$ cat src/shared/pin_cell_pkg.sv
// constants, field layouts and state codes for the pin cell array
// assumes a 200 MHz system clock and a 32-bit apb register bus
package pin_cell_pkg;

    // ****************************************
    // array size and bus widths
    // ****************************************
    localparam int CELL_COUNT = 8;
    localparam int MODE_W = 2;
    localparam int ADDR_W = 8;
    localparam int DATA_W = 32;

    // ****************************************
    // register byte offsets
    // ****************************************
    localparam logic [ADDR_W-1:0] OFS_CTRL = 8'h00;
    localparam logic [ADDR_W-1:0] OFS_STATUS = 8'h04;
    localparam logic [ADDR_W-1:0] OFS_SKIP_DELAY = 8'h08;
    localparam logic [ADDR_W-1:0] OFS_OUT_INV = 8'h0C;
    localparam logic [ADDR_W-1:0] OFS_FLOAT_INV = 8'h10;
    localparam logic [ADDR_W-1:0] OFS_FAST = 8'h14;
    localparam logic [ADDR_W-1:0] OFS_USED = 8'h18;
    localparam logic [ADDR_W-1:0] OFS_UNUSED_MODE = 8'h1C;
    localparam logic [ADDR_W-1:0] OFS_GFLOAT_CFG = 8'h20;
    localparam logic [ADDR_W-1:0] OFS_IN_STATE = 8'h24;

    // ****************************************
    // field positions
    // ****************************************
    localparam int CTRL_START_BIT = 0;
    localparam int GCFG_SRC_PIN_BIT = 0;
    localparam int GCFG_INVERT_BIT = 1;
    localparam int GCFG_W = 2;
    localparam int STATUS_STATE_LSB = 0;
    localparam int STATUS_GFLOAT_BIT = 3;
    localparam int STATUS_EXTEST_BIT = 4;

    // ****************************************
    // reset values
    // ****************************************
    localparam logic [CELL_COUNT-1:0] RST_SKIP_DELAY = 8'h00;
    localparam logic [CELL_COUNT-1:0] RST_OUT_INV = 8'h00;
    localparam logic [CELL_COUNT-1:0] RST_FLOAT_INV = 8'h00;
    localparam logic [CELL_COUNT-1:0] RST_FAST = 8'h00;
    localparam logic [CELL_COUNT-1:0] RST_USED = 8'h00;
    localparam logic [CELL_COUNT*MODE_W-1:0] RST_UNUSED_MODE = 16'h0000;
    localparam logic [GCFG_W-1:0] RST_GFLOAT_CFG = 2'h0;

    // ****************************************
    // unused pad treatment
    // ****************************************
    typedef enum logic [MODE_W-1:0] {
        UNUSED_PULLUP = 2'h0,
        UNUSED_PULLDOWN = 2'h1,
        UNUSED_DRIVEN = 2'h2,
        UNUSED_EXTERNAL = 2'h3
    } unused_mode_t;

    // ****************************************
    // start-up sequence states
    // ****************************************
    localparam int STATE_W = 3;
    typedef enum logic [STATE_W-1:0] {
        ST_CONFIG = 3'h1,
        ST_SOFT_START = 3'h2,
        ST_USER = 3'h4
    } startup_state_t;

    // ****************************************
    // timing
    // ****************************************
    localparam int CLK_PERIOD_PS = 5000;
    localparam int SOFT_START_NS = 100;
    localparam int SOFT_START_CYCLES = (SOFT_START_NS * 1000 + CLK_PERIOD_PS - 1) / CLK_PERIOD_PS;
    localparam int SOFT_CNT_W = 6;

endpackage : pin_cell_pkg

$ cat src/rtl/pin_cell_array.sv
// Overview of operation
// - The pin cells hold no storage; registering happens in fabric flip-flops.
// - Input path has one delay stage, inserted by default, skipped per cell.
// - Output value goes straight to the pad, optionally inverted.
// - High float control floats the pad; low drives the output value.
// - Output and float polarities are chosen independently per cell.
// - Outputs use slow slew unless the per-cell fast option is set.
// - First output activation after configuration is slow on every pin.
// - Global float floats all outputs except during boundary-scan EXTEST.
// - Global float comes from a pin, optionally inverted, or an internal node.
// - Pull-ups are enabled on cells while configuration is in progress.
// - After configuration unused pads default to their pull-up.
// - Unused pads may instead use pull-down, drive, or be externally driven.
//
// array of pin cells with apb configuration and start-up sequencing
// assumes pad inputs and the global float pin are asynchronous to CLK
//
// Added by the designer: the placing of the registers and the APB register port.
`timescale 1ns/1ps
module pin_cell_array
    import pin_cell_pkg::*;
(
    input wire logic CLK,
    input wire logic SYS_RST,
    input wire logic CE,
    input wire logic PSEL,
    input wire logic PENABLE,
    input wire logic PWRITE,
    input wire logic [ADDR_W-1:0] PADDR,
    input wire logic [DATA_W-1:0] PWDATA,
    output logic [DATA_W-1:0] PRDATA,
    output logic PREADY,
    output logic PSLVERR,
    input wire logic [CELL_COUNT-1:0] PAD_IN,
    output logic [CELL_COUNT-1:0] PAD_O,
    output logic [CELL_COUNT-1:0] PAD_OE,
    output logic [CELL_COUNT-1:0] PAD_FAST,
    output logic [CELL_COUNT-1:0] PAD_PULLUP,
    output logic [CELL_COUNT-1:0] PAD_PULLDOWN,
    input wire logic [CELL_COUNT-1:0] USER_OUT,
    input wire logic [CELL_COUNT-1:0] USER_FLOAT,
    output logic [CELL_COUNT-1:0] USER_IN,
    input wire logic GFLOAT_PIN,
    input wire logic GFLOAT_NODE,
    input wire logic EXTEST_ACTIVE,
    output logic STARTUP_DONE
);

    // ****************************************
    // declarations
    // ****************************************
    startup_state_t state;
    startup_state_t next_state;
    logic [SOFT_CNT_W-1:0] soft_cnt;
    logic [CELL_COUNT-1:0] skip_input_delay;
    logic [CELL_COUNT-1:0] out_inv;
    logic [CELL_COUNT-1:0] float_inv;
    logic [CELL_COUNT-1:0] fast;
    logic [CELL_COUNT-1:0] used;
    logic [CELL_COUNT*MODE_W-1:0] unused_mode;
    logic [GCFG_W-1:0] gfloat_cfg;
    logic [CELL_COUNT-1:0] pad_sync1;
    logic [CELL_COUNT-1:0] pad_sync2;
    logic [CELL_COUNT-1:0] pad_delayed;
    logic [CELL_COUNT-1:0] fabric_in;
    logic gpin_sync1;
    logic gpin_sync2;
    logic gfloat_src;
    logic global_output_float;
    logic config_busy;
    logic soft_slow;
    logic wr_en;
    logic rd_setup;
    logic cfg_wr;
    logic [DATA_W-1:0] next_rdata;
    logic next_err;
    logic err_q;

    // ****************************************
    // apb handshake and strobes
    // ****************************************
    assign PREADY = CE;
    assign PSLVERR = err_q & PSEL & PENABLE;
    assign wr_en = CE & PSEL & PENABLE & PWRITE;
    assign rd_setup = CE & PSEL & ~PENABLE;
    assign cfg_wr = wr_en & (state == ST_CONFIG);

    // ****************************************
    // read mux and unmapped address detection
    // ****************************************
    always_comb begin
        next_rdata = '0;
        next_err = 1'b0;
        if (PADDR == OFS_CTRL) begin
            next_rdata[CTRL_START_BIT] = (state != ST_CONFIG);
        end else if (PADDR == OFS_STATUS) begin
            next_rdata[STATUS_STATE_LSB +: STATE_W] = state;
            next_rdata[STATUS_GFLOAT_BIT] = global_output_float;
            next_rdata[STATUS_EXTEST_BIT] = EXTEST_ACTIVE;
        end else if (PADDR == OFS_SKIP_DELAY) begin
            next_rdata[CELL_COUNT-1:0] = skip_input_delay;
        end else if (PADDR == OFS_OUT_INV) begin
            next_rdata[CELL_COUNT-1:0] = out_inv;
        end else if (PADDR == OFS_FLOAT_INV) begin
            next_rdata[CELL_COUNT-1:0] = float_inv;
        end else if (PADDR == OFS_FAST) begin
            next_rdata[CELL_COUNT-1:0] = fast;
        end else if (PADDR == OFS_USED) begin
            next_rdata[CELL_COUNT-1:0] = used;
        end else if (PADDR == OFS_UNUSED_MODE) begin
            next_rdata[CELL_COUNT*MODE_W-1:0] = unused_mode;
        end else if (PADDR == OFS_GFLOAT_CFG) begin
            next_rdata[GCFG_W-1:0] = gfloat_cfg;
        end else if (PADDR == OFS_IN_STATE) begin
            next_rdata[CELL_COUNT-1:0] = USER_IN;
        end else begin
            next_err = 1'b1;
        end
    end

    // ****************************************
    // read data and error capture in setup phase
    // ****************************************
    always_ff @(posedge CLK or posedge SYS_RST) begin
        if (SYS_RST) begin
            PRDATA <= '0;
            err_q <= 1'b0;
        end else if (rd_setup) begin
            PRDATA <= PWRITE ? '0 : next_rdata;
            err_q <= next_err;
        end
    end

    // ****************************************
    // configuration registers, frozen after start-up
    // ****************************************
    always_ff @(posedge CLK or posedge SYS_RST) begin
        if (SYS_RST) begin
            skip_input_delay <= RST_SKIP_DELAY;
            out_inv <= RST_OUT_INV;
            float_inv <= RST_FLOAT_INV;
            fast <= RST_FAST;
            used <= RST_USED;
            unused_mode <= RST_UNUSED_MODE;
            gfloat_cfg <= RST_GFLOAT_CFG;
        end else if (cfg_wr) begin
            if (PADDR == OFS_SKIP_DELAY) begin
                skip_input_delay <= PWDATA[CELL_COUNT-1:0];
            end else if (PADDR == OFS_OUT_INV) begin
                out_inv <= PWDATA[CELL_COUNT-1:0];
            end else if (PADDR == OFS_FLOAT_INV) begin
                float_inv <= PWDATA[CELL_COUNT-1:0];
            end else if (PADDR == OFS_FAST) begin
                fast <= PWDATA[CELL_COUNT-1:0];
            end else if (PADDR == OFS_USED) begin
                used <= PWDATA[CELL_COUNT-1:0];
            end else if (PADDR == OFS_UNUSED_MODE) begin
                unused_mode <= PWDATA[CELL_COUNT*MODE_W-1:0];
            end else if (PADDR == OFS_GFLOAT_CFG) begin
                gfloat_cfg <= PWDATA[GCFG_W-1:0];
            end
        end
    end

    // ****************************************
    // start-up sequence
    // ****************************************
    always_comb begin
        next_state = state;
        case (state)
            ST_CONFIG: begin
                if (wr_en && PADDR == OFS_CTRL && PWDATA[CTRL_START_BIT]) begin
                    next_state = ST_SOFT_START;
                end
            end
            ST_SOFT_START: begin
                if (soft_cnt == SOFT_CNT_W'(SOFT_START_CYCLES - 1)) begin
                    next_state = ST_USER;
                end
            end
            ST_USER: next_state = ST_USER;
            default: next_state = ST_CONFIG;
        endcase
    end

    always_ff @(posedge CLK or posedge SYS_RST) begin
        if (SYS_RST) begin
            state <= ST_CONFIG;
        end else if (CE) begin
            state <= next_state;
        end
    end

    always_ff @(posedge CLK or posedge SYS_RST) begin
        if (SYS_RST) begin
            soft_cnt <= '0;
        end else if (CE) begin
            if (state == ST_SOFT_START) begin
                soft_cnt <= soft_cnt + SOFT_CNT_W'(1);
            end else begin
                soft_cnt <= '0;
            end
        end
    end

    always_ff @(posedge CLK or posedge SYS_RST) begin
        if (SYS_RST) begin
            STARTUP_DONE <= 1'b0;
        end else if (CE) begin
            STARTUP_DONE <= (next_state == ST_USER);
        end
    end

    assign config_busy = (state == ST_CONFIG);
    assign soft_slow = (state != ST_USER);

    // ****************************************
    // fabric input flip-flops and delay stage
    // ****************************************
    always_ff @(posedge CLK or posedge SYS_RST) begin
        if (SYS_RST) begin
            pad_sync1 <= '0;
            pad_sync2 <= '0;
            pad_delayed <= '0;
        end else if (CE) begin
            pad_sync1 <= PAD_IN;
            pad_sync2 <= pad_sync1;
            pad_delayed <= pad_sync2;
        end
    end

    always_ff @(posedge CLK or posedge SYS_RST) begin
        if (SYS_RST) begin
            USER_IN <= '0;
        end else if (CE) begin
            USER_IN <= fabric_in;
        end
    end

    // ****************************************
    // global output float source
    // ****************************************
    always_ff @(posedge CLK or posedge SYS_RST) begin
        if (SYS_RST) begin
            gpin_sync1 <= 1'b0;
            gpin_sync2 <= 1'b0;
        end else if (CE) begin
            gpin_sync1 <= GFLOAT_PIN;
            gpin_sync2 <= gpin_sync1;
        end
    end

    always_comb begin
        if (gfloat_cfg[GCFG_SRC_PIN_BIT]) begin
            gfloat_src = gpin_sync2 ^ gfloat_cfg[GCFG_INVERT_BIT];
        end else begin
            gfloat_src = GFLOAT_NODE;
        end
    end

    assign global_output_float = gfloat_src & ~EXTEST_ACTIVE;

    // ****************************************
    // combinational pin cells
    // ****************************************
    pin_cell u_cells (
        .pad_in_direct(pad_sync2),
        .pad_in_delayed(pad_delayed),
        .skip_input_delay(skip_input_delay),
        .out_value(USER_OUT),
        .float_ctl(USER_FLOAT),
        .out_inv(out_inv),
        .float_inv(float_inv),
        .fast(fast),
        .used(used),
        .unused_mode(unused_mode),
        .global_output_float(global_output_float),
        .soft_slow(soft_slow),
        .config_busy(config_busy),
        .fabric_in(fabric_in),
        .pad_o(PAD_O),
        .pad_oe(PAD_OE),
        .pad_fast(PAD_FAST),
        .pad_pullup(PAD_PULLUP),
        .pad_pulldown(PAD_PULLDOWN)
    );

endmodule : pin_cell_array

$ cat src/rtl/pin_cell.sv
// purely combinational pin cells, one per package pin
// assumes all options come from static configuration state outside
`timescale 1ns/1ps
module pin_cell
    import pin_cell_pkg::*;
(
    input wire logic [CELL_COUNT-1:0] pad_in_direct,
    input wire logic [CELL_COUNT-1:0] pad_in_delayed,
    input wire logic [CELL_COUNT-1:0] skip_input_delay,
    input wire logic [CELL_COUNT-1:0] out_value,
    input wire logic [CELL_COUNT-1:0] float_ctl,
    input wire logic [CELL_COUNT-1:0] out_inv,
    input wire logic [CELL_COUNT-1:0] float_inv,
    input wire logic [CELL_COUNT-1:0] fast,
    input wire logic [CELL_COUNT-1:0] used,
    input wire logic [CELL_COUNT*MODE_W-1:0] unused_mode,
    input wire logic global_output_float,
    input wire logic soft_slow,
    input wire logic config_busy,
    output logic [CELL_COUNT-1:0] fabric_in,
    output logic [CELL_COUNT-1:0] pad_o,
    output logic [CELL_COUNT-1:0] pad_oe,
    output logic [CELL_COUNT-1:0] pad_fast,
    output logic [CELL_COUNT-1:0] pad_pullup,
    output logic [CELL_COUNT-1:0] pad_pulldown
);

    // ****************************************
    // per-cell datapath, no storage
    // ****************************************
    genvar g;
    generate
        for (g = 0; g < CELL_COUNT; g++) begin : g_cell
            unused_mode_t mode;
            logic data;
            logic float_req;
            assign mode = unused_mode_t'(unused_mode[g*MODE_W +: MODE_W]);
            assign fabric_in[g] = skip_input_delay[g] ? pad_in_direct[g] : pad_in_delayed[g];
            assign data = out_value[g] ^ out_inv[g];
            assign float_req = float_ctl[g] ^ float_inv[g];
            assign pad_fast[g] = fast[g] & ~soft_slow;

            always_comb begin
                pad_o[g] = data;
                pad_oe[g] = 1'b0;
                pad_pullup[g] = 1'b0;
                pad_pulldown[g] = 1'b0;
                if (config_busy) begin
                    pad_pullup[g] = 1'b1;
                end else if (used[g]) begin
                    pad_oe[g] = ~float_req & ~global_output_float;
                end else begin
                    case (mode)
                        UNUSED_PULLUP: pad_pullup[g] = 1'b1;
                        UNUSED_PULLDOWN: pad_pulldown[g] = 1'b1;
                        UNUSED_DRIVEN: begin
                            pad_o[g] = 1'b0;
                            pad_oe[g] = ~global_output_float;
                        end
                        default: pad_pullup[g] = 1'b0;
                    endcase
                end
            end
        end
    endgenerate

endmodule : pin_cell

$ cat config.mk
export PLATFORM = sky130hd
export DESIGN_NAME = pin_cell_array
export DESIGN_NICKNAME = d
export VERILOG_FILES = /design/src/shared/pin_cell_pkg.sv /design/src/rtl/pin_cell_array.sv /design/src/rtl/pin_cell.sv
export SDC_FILE = /design/constraint.sdc
export NUM_CORES = 1
export LEC_CHECK = 0
export ABC_AREA = 1
export BUFFER_PORTS_ARGS = -buffer_cell sky130_fd_sc_hd__buf_2
export CAP_MARGIN = 25
export CORE_MARGIN = 5
export CORE_UTILIZATION = 40
export CTS_BUF_LIST = sky130_fd_sc_hd__clkbuf_4
export DETAILED_ROUTE_END_ITERATION = 16
export GPL_TIMING_DRIVEN = 0
export HOLD_SLACK_MARGIN = 0.03
export PLACE_DENSITY = 0.67
export SLEW_MARGIN = 0
export SYNTH_ARGS = -nofsm -noshare
export SYNTH_HDL_FRONTEND = slang
export SYNTH_SLANG_ARGS = --single-unit
$ cat constraint.sdc
create_clock -name CLK -period 4.15 [get_ports CLK]
set_input_delay 0 -clock CLK [delete_from_list [all_inputs] [get_ports CLK]]
set_output_delay 0 -clock CLK [all_outputs]
set_load 0.005 [all_outputs]
# After elaboration in Yosys (flattened, before gate mapping)
# Cells that the tools add are included.
# totals
output_inout_bits	83
elab_cells	267
regBits	135
# op_classes
add_sub_neg	1
eq_ne	32
n_reduce_logical	18
mux	139
n_bitwise	59
# ops
operator	n
$mux W1	116
$mux W8	13
$eq A8 B5 Y1 const B	4
$and A1 B1 Y1	24
$not A1 Y1	18
$xor A1 B1 Y1	17
$eq A2 B1 Y1 const B	8
$eq A2 B2 Y1 const B	8
$eq A8 B4 Y1 const B	2
$eq A8 B6 Y1 const B	2
$logic_not A2 Y1	8
$mux W16	1
$mux W15	1
$mux W6	2
$mux W11	1
$pmux W3 S3	1
$eq A8 B3 Y1 const B	1
$logic_not A8 Y1	1
$reduce_and A8 Y1	1
$reduce_and A7 Y1	1
$add A6 B1 Y6 const B	1
$eq A3 B3 Y1 const B	2
$eq A6 B5 Y1 const B	1
$mux W3	2
12 further kinds	13

# Depth between registers and ports, before layout
# depth
depth_word	12
depth_mapped	13
mapped_depth_nobuf	13

# Cells and area by module
# From an unflattened synthesis, not the netlist that was laid out.
# unflattened
cells_unflattened	819
hier_area_um2	6427.4
# by_module_without_submodules
mod	n_inst	cells_per_inst	area_each_um2
pin_cell_array	1	673	5685.5
pin_cell	1	146	742.0

# Least setup slack after synthesis
# Ideal clock, no wire load.
# synth_path
path_type	register to register
startpoint	register state[0]
endpoint	register unused_mode[10]
setup_slack_ns	2.639
stages_incl_launch_ff	9
required_time_ns	4.029
arrival_time_ns	1.390
cell_sequence	dfstp_2 inv_1 nor3_2 nand2_2 nor2_8 nand3_4 buf_8 nor2_2 a21oi_2
# synth_between
elab_chain_cells	3
# synth_lines
element	line	text
start, declared	pin_cell_array.sv:52	startup_state_t state;
start signal, assigned	pin_cell_array.sv:190	state <= next_state;
$eq A3 B1 Y1	pin_cell_array.sv:86	assign cfg_wr = wr_en & (state == ST_CONFIG);
$and A1 B1 Y1	pin_cell_array.sv:86	
$reduce_and A7 Y1 (no line)	--	
end signal, assigned	pin_cell_array.sv:158	unused_mode <= PWDATA[CELL_COUNT*MODE_W-1:0];
end, declared	pin_cell_array.sv:60	logic [CELL_COUNT*MODE_W-1:0] unused_mode;
# Every way passes these cells.
# A chain may end at the register's enable or synchronous reset.

# Worst setup path in the final report
# layout_path
startpoint	register state[0]
endpoint	output port PAD_OE[6]
# layout_between
elab_chain_cells	2
# layout_lines
element	line	text
$eq A3 B1 Y1	pin_cell_array.sv:214	assign config_busy = (state == ST_CONFIG);
$mux W1	pin_cell.sv:48	if (config_busy) begin
end, declared	pin_cell_array.sv:36	output logic [CELL_COUNT-1:0] PAD_OE,
# Every way passes these cells.

==> results.toml <==
[status]
status = "completed"

[power]
power.switching_mw = 0.620
switching_share_pct = 26.9
p_clk_share_pct = 34.6
pwr-share-comb_pct = 11.7
power.leakage_nw = 4.12
powerDensity_nw_per_um2 = 290
internal_power_mw = 1.69
power_frac_seq_pct = 53.7
ir_worst_vdd_uv = 254

[timing]
min_period_ps = 2600
grt_setup_unrepaired = "no"
setup_violations = 0
fin_skew_ps = 12.5
post-route-period-util_pct = 62.7
max_slew_margin_pct = 65.0
hold_viol_final = 0
clock.fmax_mhz = 384
whs_ps = 40.6
tightest_slew_ps = 526
slew_violations = 0

[route]
first_pass_iters = 7
drt_iter0_markers = 467
drt_wl_total_um = 18400
routedWlPerCell_um = 15.2
drc = 0
ant_nets = 0
via_per_inst = 4.90
num_vias = 5922

[flow_run]
cap_violations = 0

[yosys]
netlist_instances = 781
synth.distinct_cells = 44
async_flop_share_pct = 100
syn_area_um2 = 6260
ys_ff_latch = 119
synth_area_leader_cell = "dfrtp_1"
synthFlopType = "dfrtp_1"
netlist_top_cells_area = "dfrtp_1 47%, nand2_1 13%, o21ai_0 4.6%, inv_1 4.3%, nor2_1 3.8%"
synth_top_area_share_pct = 47.2
seq_area_frac_synth_pct = 47.6
yosys_warnings = 0
yosysMostFrequentCell = "nand2_1"
synth_edf_count = 0
synthTopCellsByCount = "224 x nand2_1, 118 x dfrtp_1, 71 x inv_1"
syn_avg_cell_area_um2 = 8.01

[die]
start_util_pct = 41.0
die_y_um = 135
dieArea_um2 = 18200
die_w_um = 135
ioPinCount = 156
rows = 45
core_um2 = 15300

[clock_tree]
clkLatencyLatePin_ps = 530
clk_pin_slew_ps = 110
ctsResizeCount = 0
cts_buffers = 17
cts.sinks = 119
cts_buffer_depth = 2
htree_levels = 4
cts_root_buf = "clkbuf_4"
cts_hold_buf = 46
cts_setup_buffers = 0
cts_tree = "done"

[setup_path]
r2r_end = "out_inv[4]"
cp_slowest_cell = "dfstp_2"
cp-end-kind = "output pin"
path_cells = "inv_1 > nor3_2 > buf_4 > clkinv_1 > nand2_1 > a211oi_1 > buf_2"
worstSetupPathType = "register to output pin"
ff2ff_path_depth = 8
worstPathMaxFanout = 10
required_ps = 4150
r2r_slack_ps = 1980
endpoint = "PAD_OE[6]"
reg2reg_from = "state[0]"
start_kind = "register"
critPathLaunch = "state[0]"
critPathArrivalTime_ps = 2600
max_stage_delay_ps = 550

[global_routing]
grt_overflow = 0
grt_use_total_pct = 20.9
antenna_found_initial = 0
grt_max_degree = 69
grt_pass1_vias = 5817
grt_pass1_wl_um = 29800

[cells_and_area]
antenna_cells = 0
nets = 1058
nFillCells = 1487
fin_area_um2 = 7940
syn_to_final_growth_pct = 26.9
drive_gt1_share_pct = 23.8
largest_registers = "PRDATA: 16 flops, unused_mode: 16 flops"

[place]
port_buffers = 122
place_congestion = 0.929
postPlaceCellArea_um2 = 7220
place.detailed.hpwl_um = 13800

[worst_hold_path]
hp-class = "input port to asynchronous set/reset pin"
-- worst min path at each step --
stage / to / cells past startpoint / startpoint / slack, ps
after floorplan: PSLVERR / 2 / PSEL / 80
after global placement: PREADY / 2 / CE / 170
after detailed placement: PRDATA[0] / 2 / SYS_RST / 70
after CTS: PRDATA[0] / 3 / SYS_RST / 40
after global routing: USER_IN[0] / 3 / SYS_RST / 50
final: PRDATA[0] / 3 / SYS_RST / 40
-- layer usage --
layer  vias to the layer above  track usage, %  routed length [um]  share of wire (%)
met1                      2770            26.7                8000                 43
met5                         -               0                   0                  0
met4                         0            7.05                 455                2.5
li1                       2896               -                   -                  -
met2                       220            34.7                8700                 47
met3                        36            5.07                1260                6.8
-- stage by stage --
step / setup TNS [ps] / power [mW] / util, % / setup slack [ps] / instances
after floorplan: 0 / 1.39 / - / 994 / 796
after global placement: -52670 / 1.49 / 47.1 / -454 / 1129
after detailed placement: 0 / 1.50 / 47.3 / 2100 / 1130
after CTS: 0 / 2.32 / 52.1 / 1500 / 1208
after global routing: 0 / 2.42 / 52.1 / 1310 / 1208
final: 0 / 2.31 / 52.1 / 1550 / 1208
-- power by group through the flow --
stage,clock network (mW),logic [mW],registers [mW]
2_1_floorplan,0,0.138,1.25
3_3_place_gp,0,0.231,1.26
3_5_place_dp,0,0.238,1.26
4_1_cts,0.814,0.271,1.24
5_1_grt,0.872,0.305,1.24
6_report,0.799,0.269,1.24
-- worst max-delay path: cells and delay by family (launching register included) --
| family | cells | cell delay (ps) |
|---|---|---|
| AO/OA/AOI/OAI | 1 | 90 |
| buffers and inverters | 4 | 800 |
| AND/OR/NAND/NOR | 2 | 610 |
| flip-flops | 1 | 550 |
-- final cells by class --
type / count / area, um^2 / area share [%]
Tap cell: 211 / 264 / 3.32
Clock inverter: 12 / 110 / 1.39
Clock buffer: 20 / 150 / 1.89
Inverter: 84 / 327 / 4.11
Multi-Input combinational cell: 555 / 2730 / 34.4
Timing Repair Buffer: 169 / 1100 / 13.8
Sequential cell: 119 / 2980 / 37.5
Buffer: 38 / 282 / 3.54
-- kinds of logic after synthesis --
family | share of synthesized area (%)
buf+inv | 9.64
other cells | 0.0599
fa+ha+maj | 0.200
simple gates | 26.2
flops | 47.6
compound gates | 14.5
xor+xnor | 1.82
-- cell usage in the layout (no fill, tap or decap), drive strengths merged, types with 13 or more instances in the layout --
master / n
a21oi: 39
dfrtp: 118
o21ai: 90
buf: 153
clkbuf: 28
nor3: 14
conb: 16
clkinv: 13
inv: 79
dlygate4sd3: 46
nand3: 24
nor2: 78
nand2: 239
No activity file was read; power rests on OpenSTA's default activity.
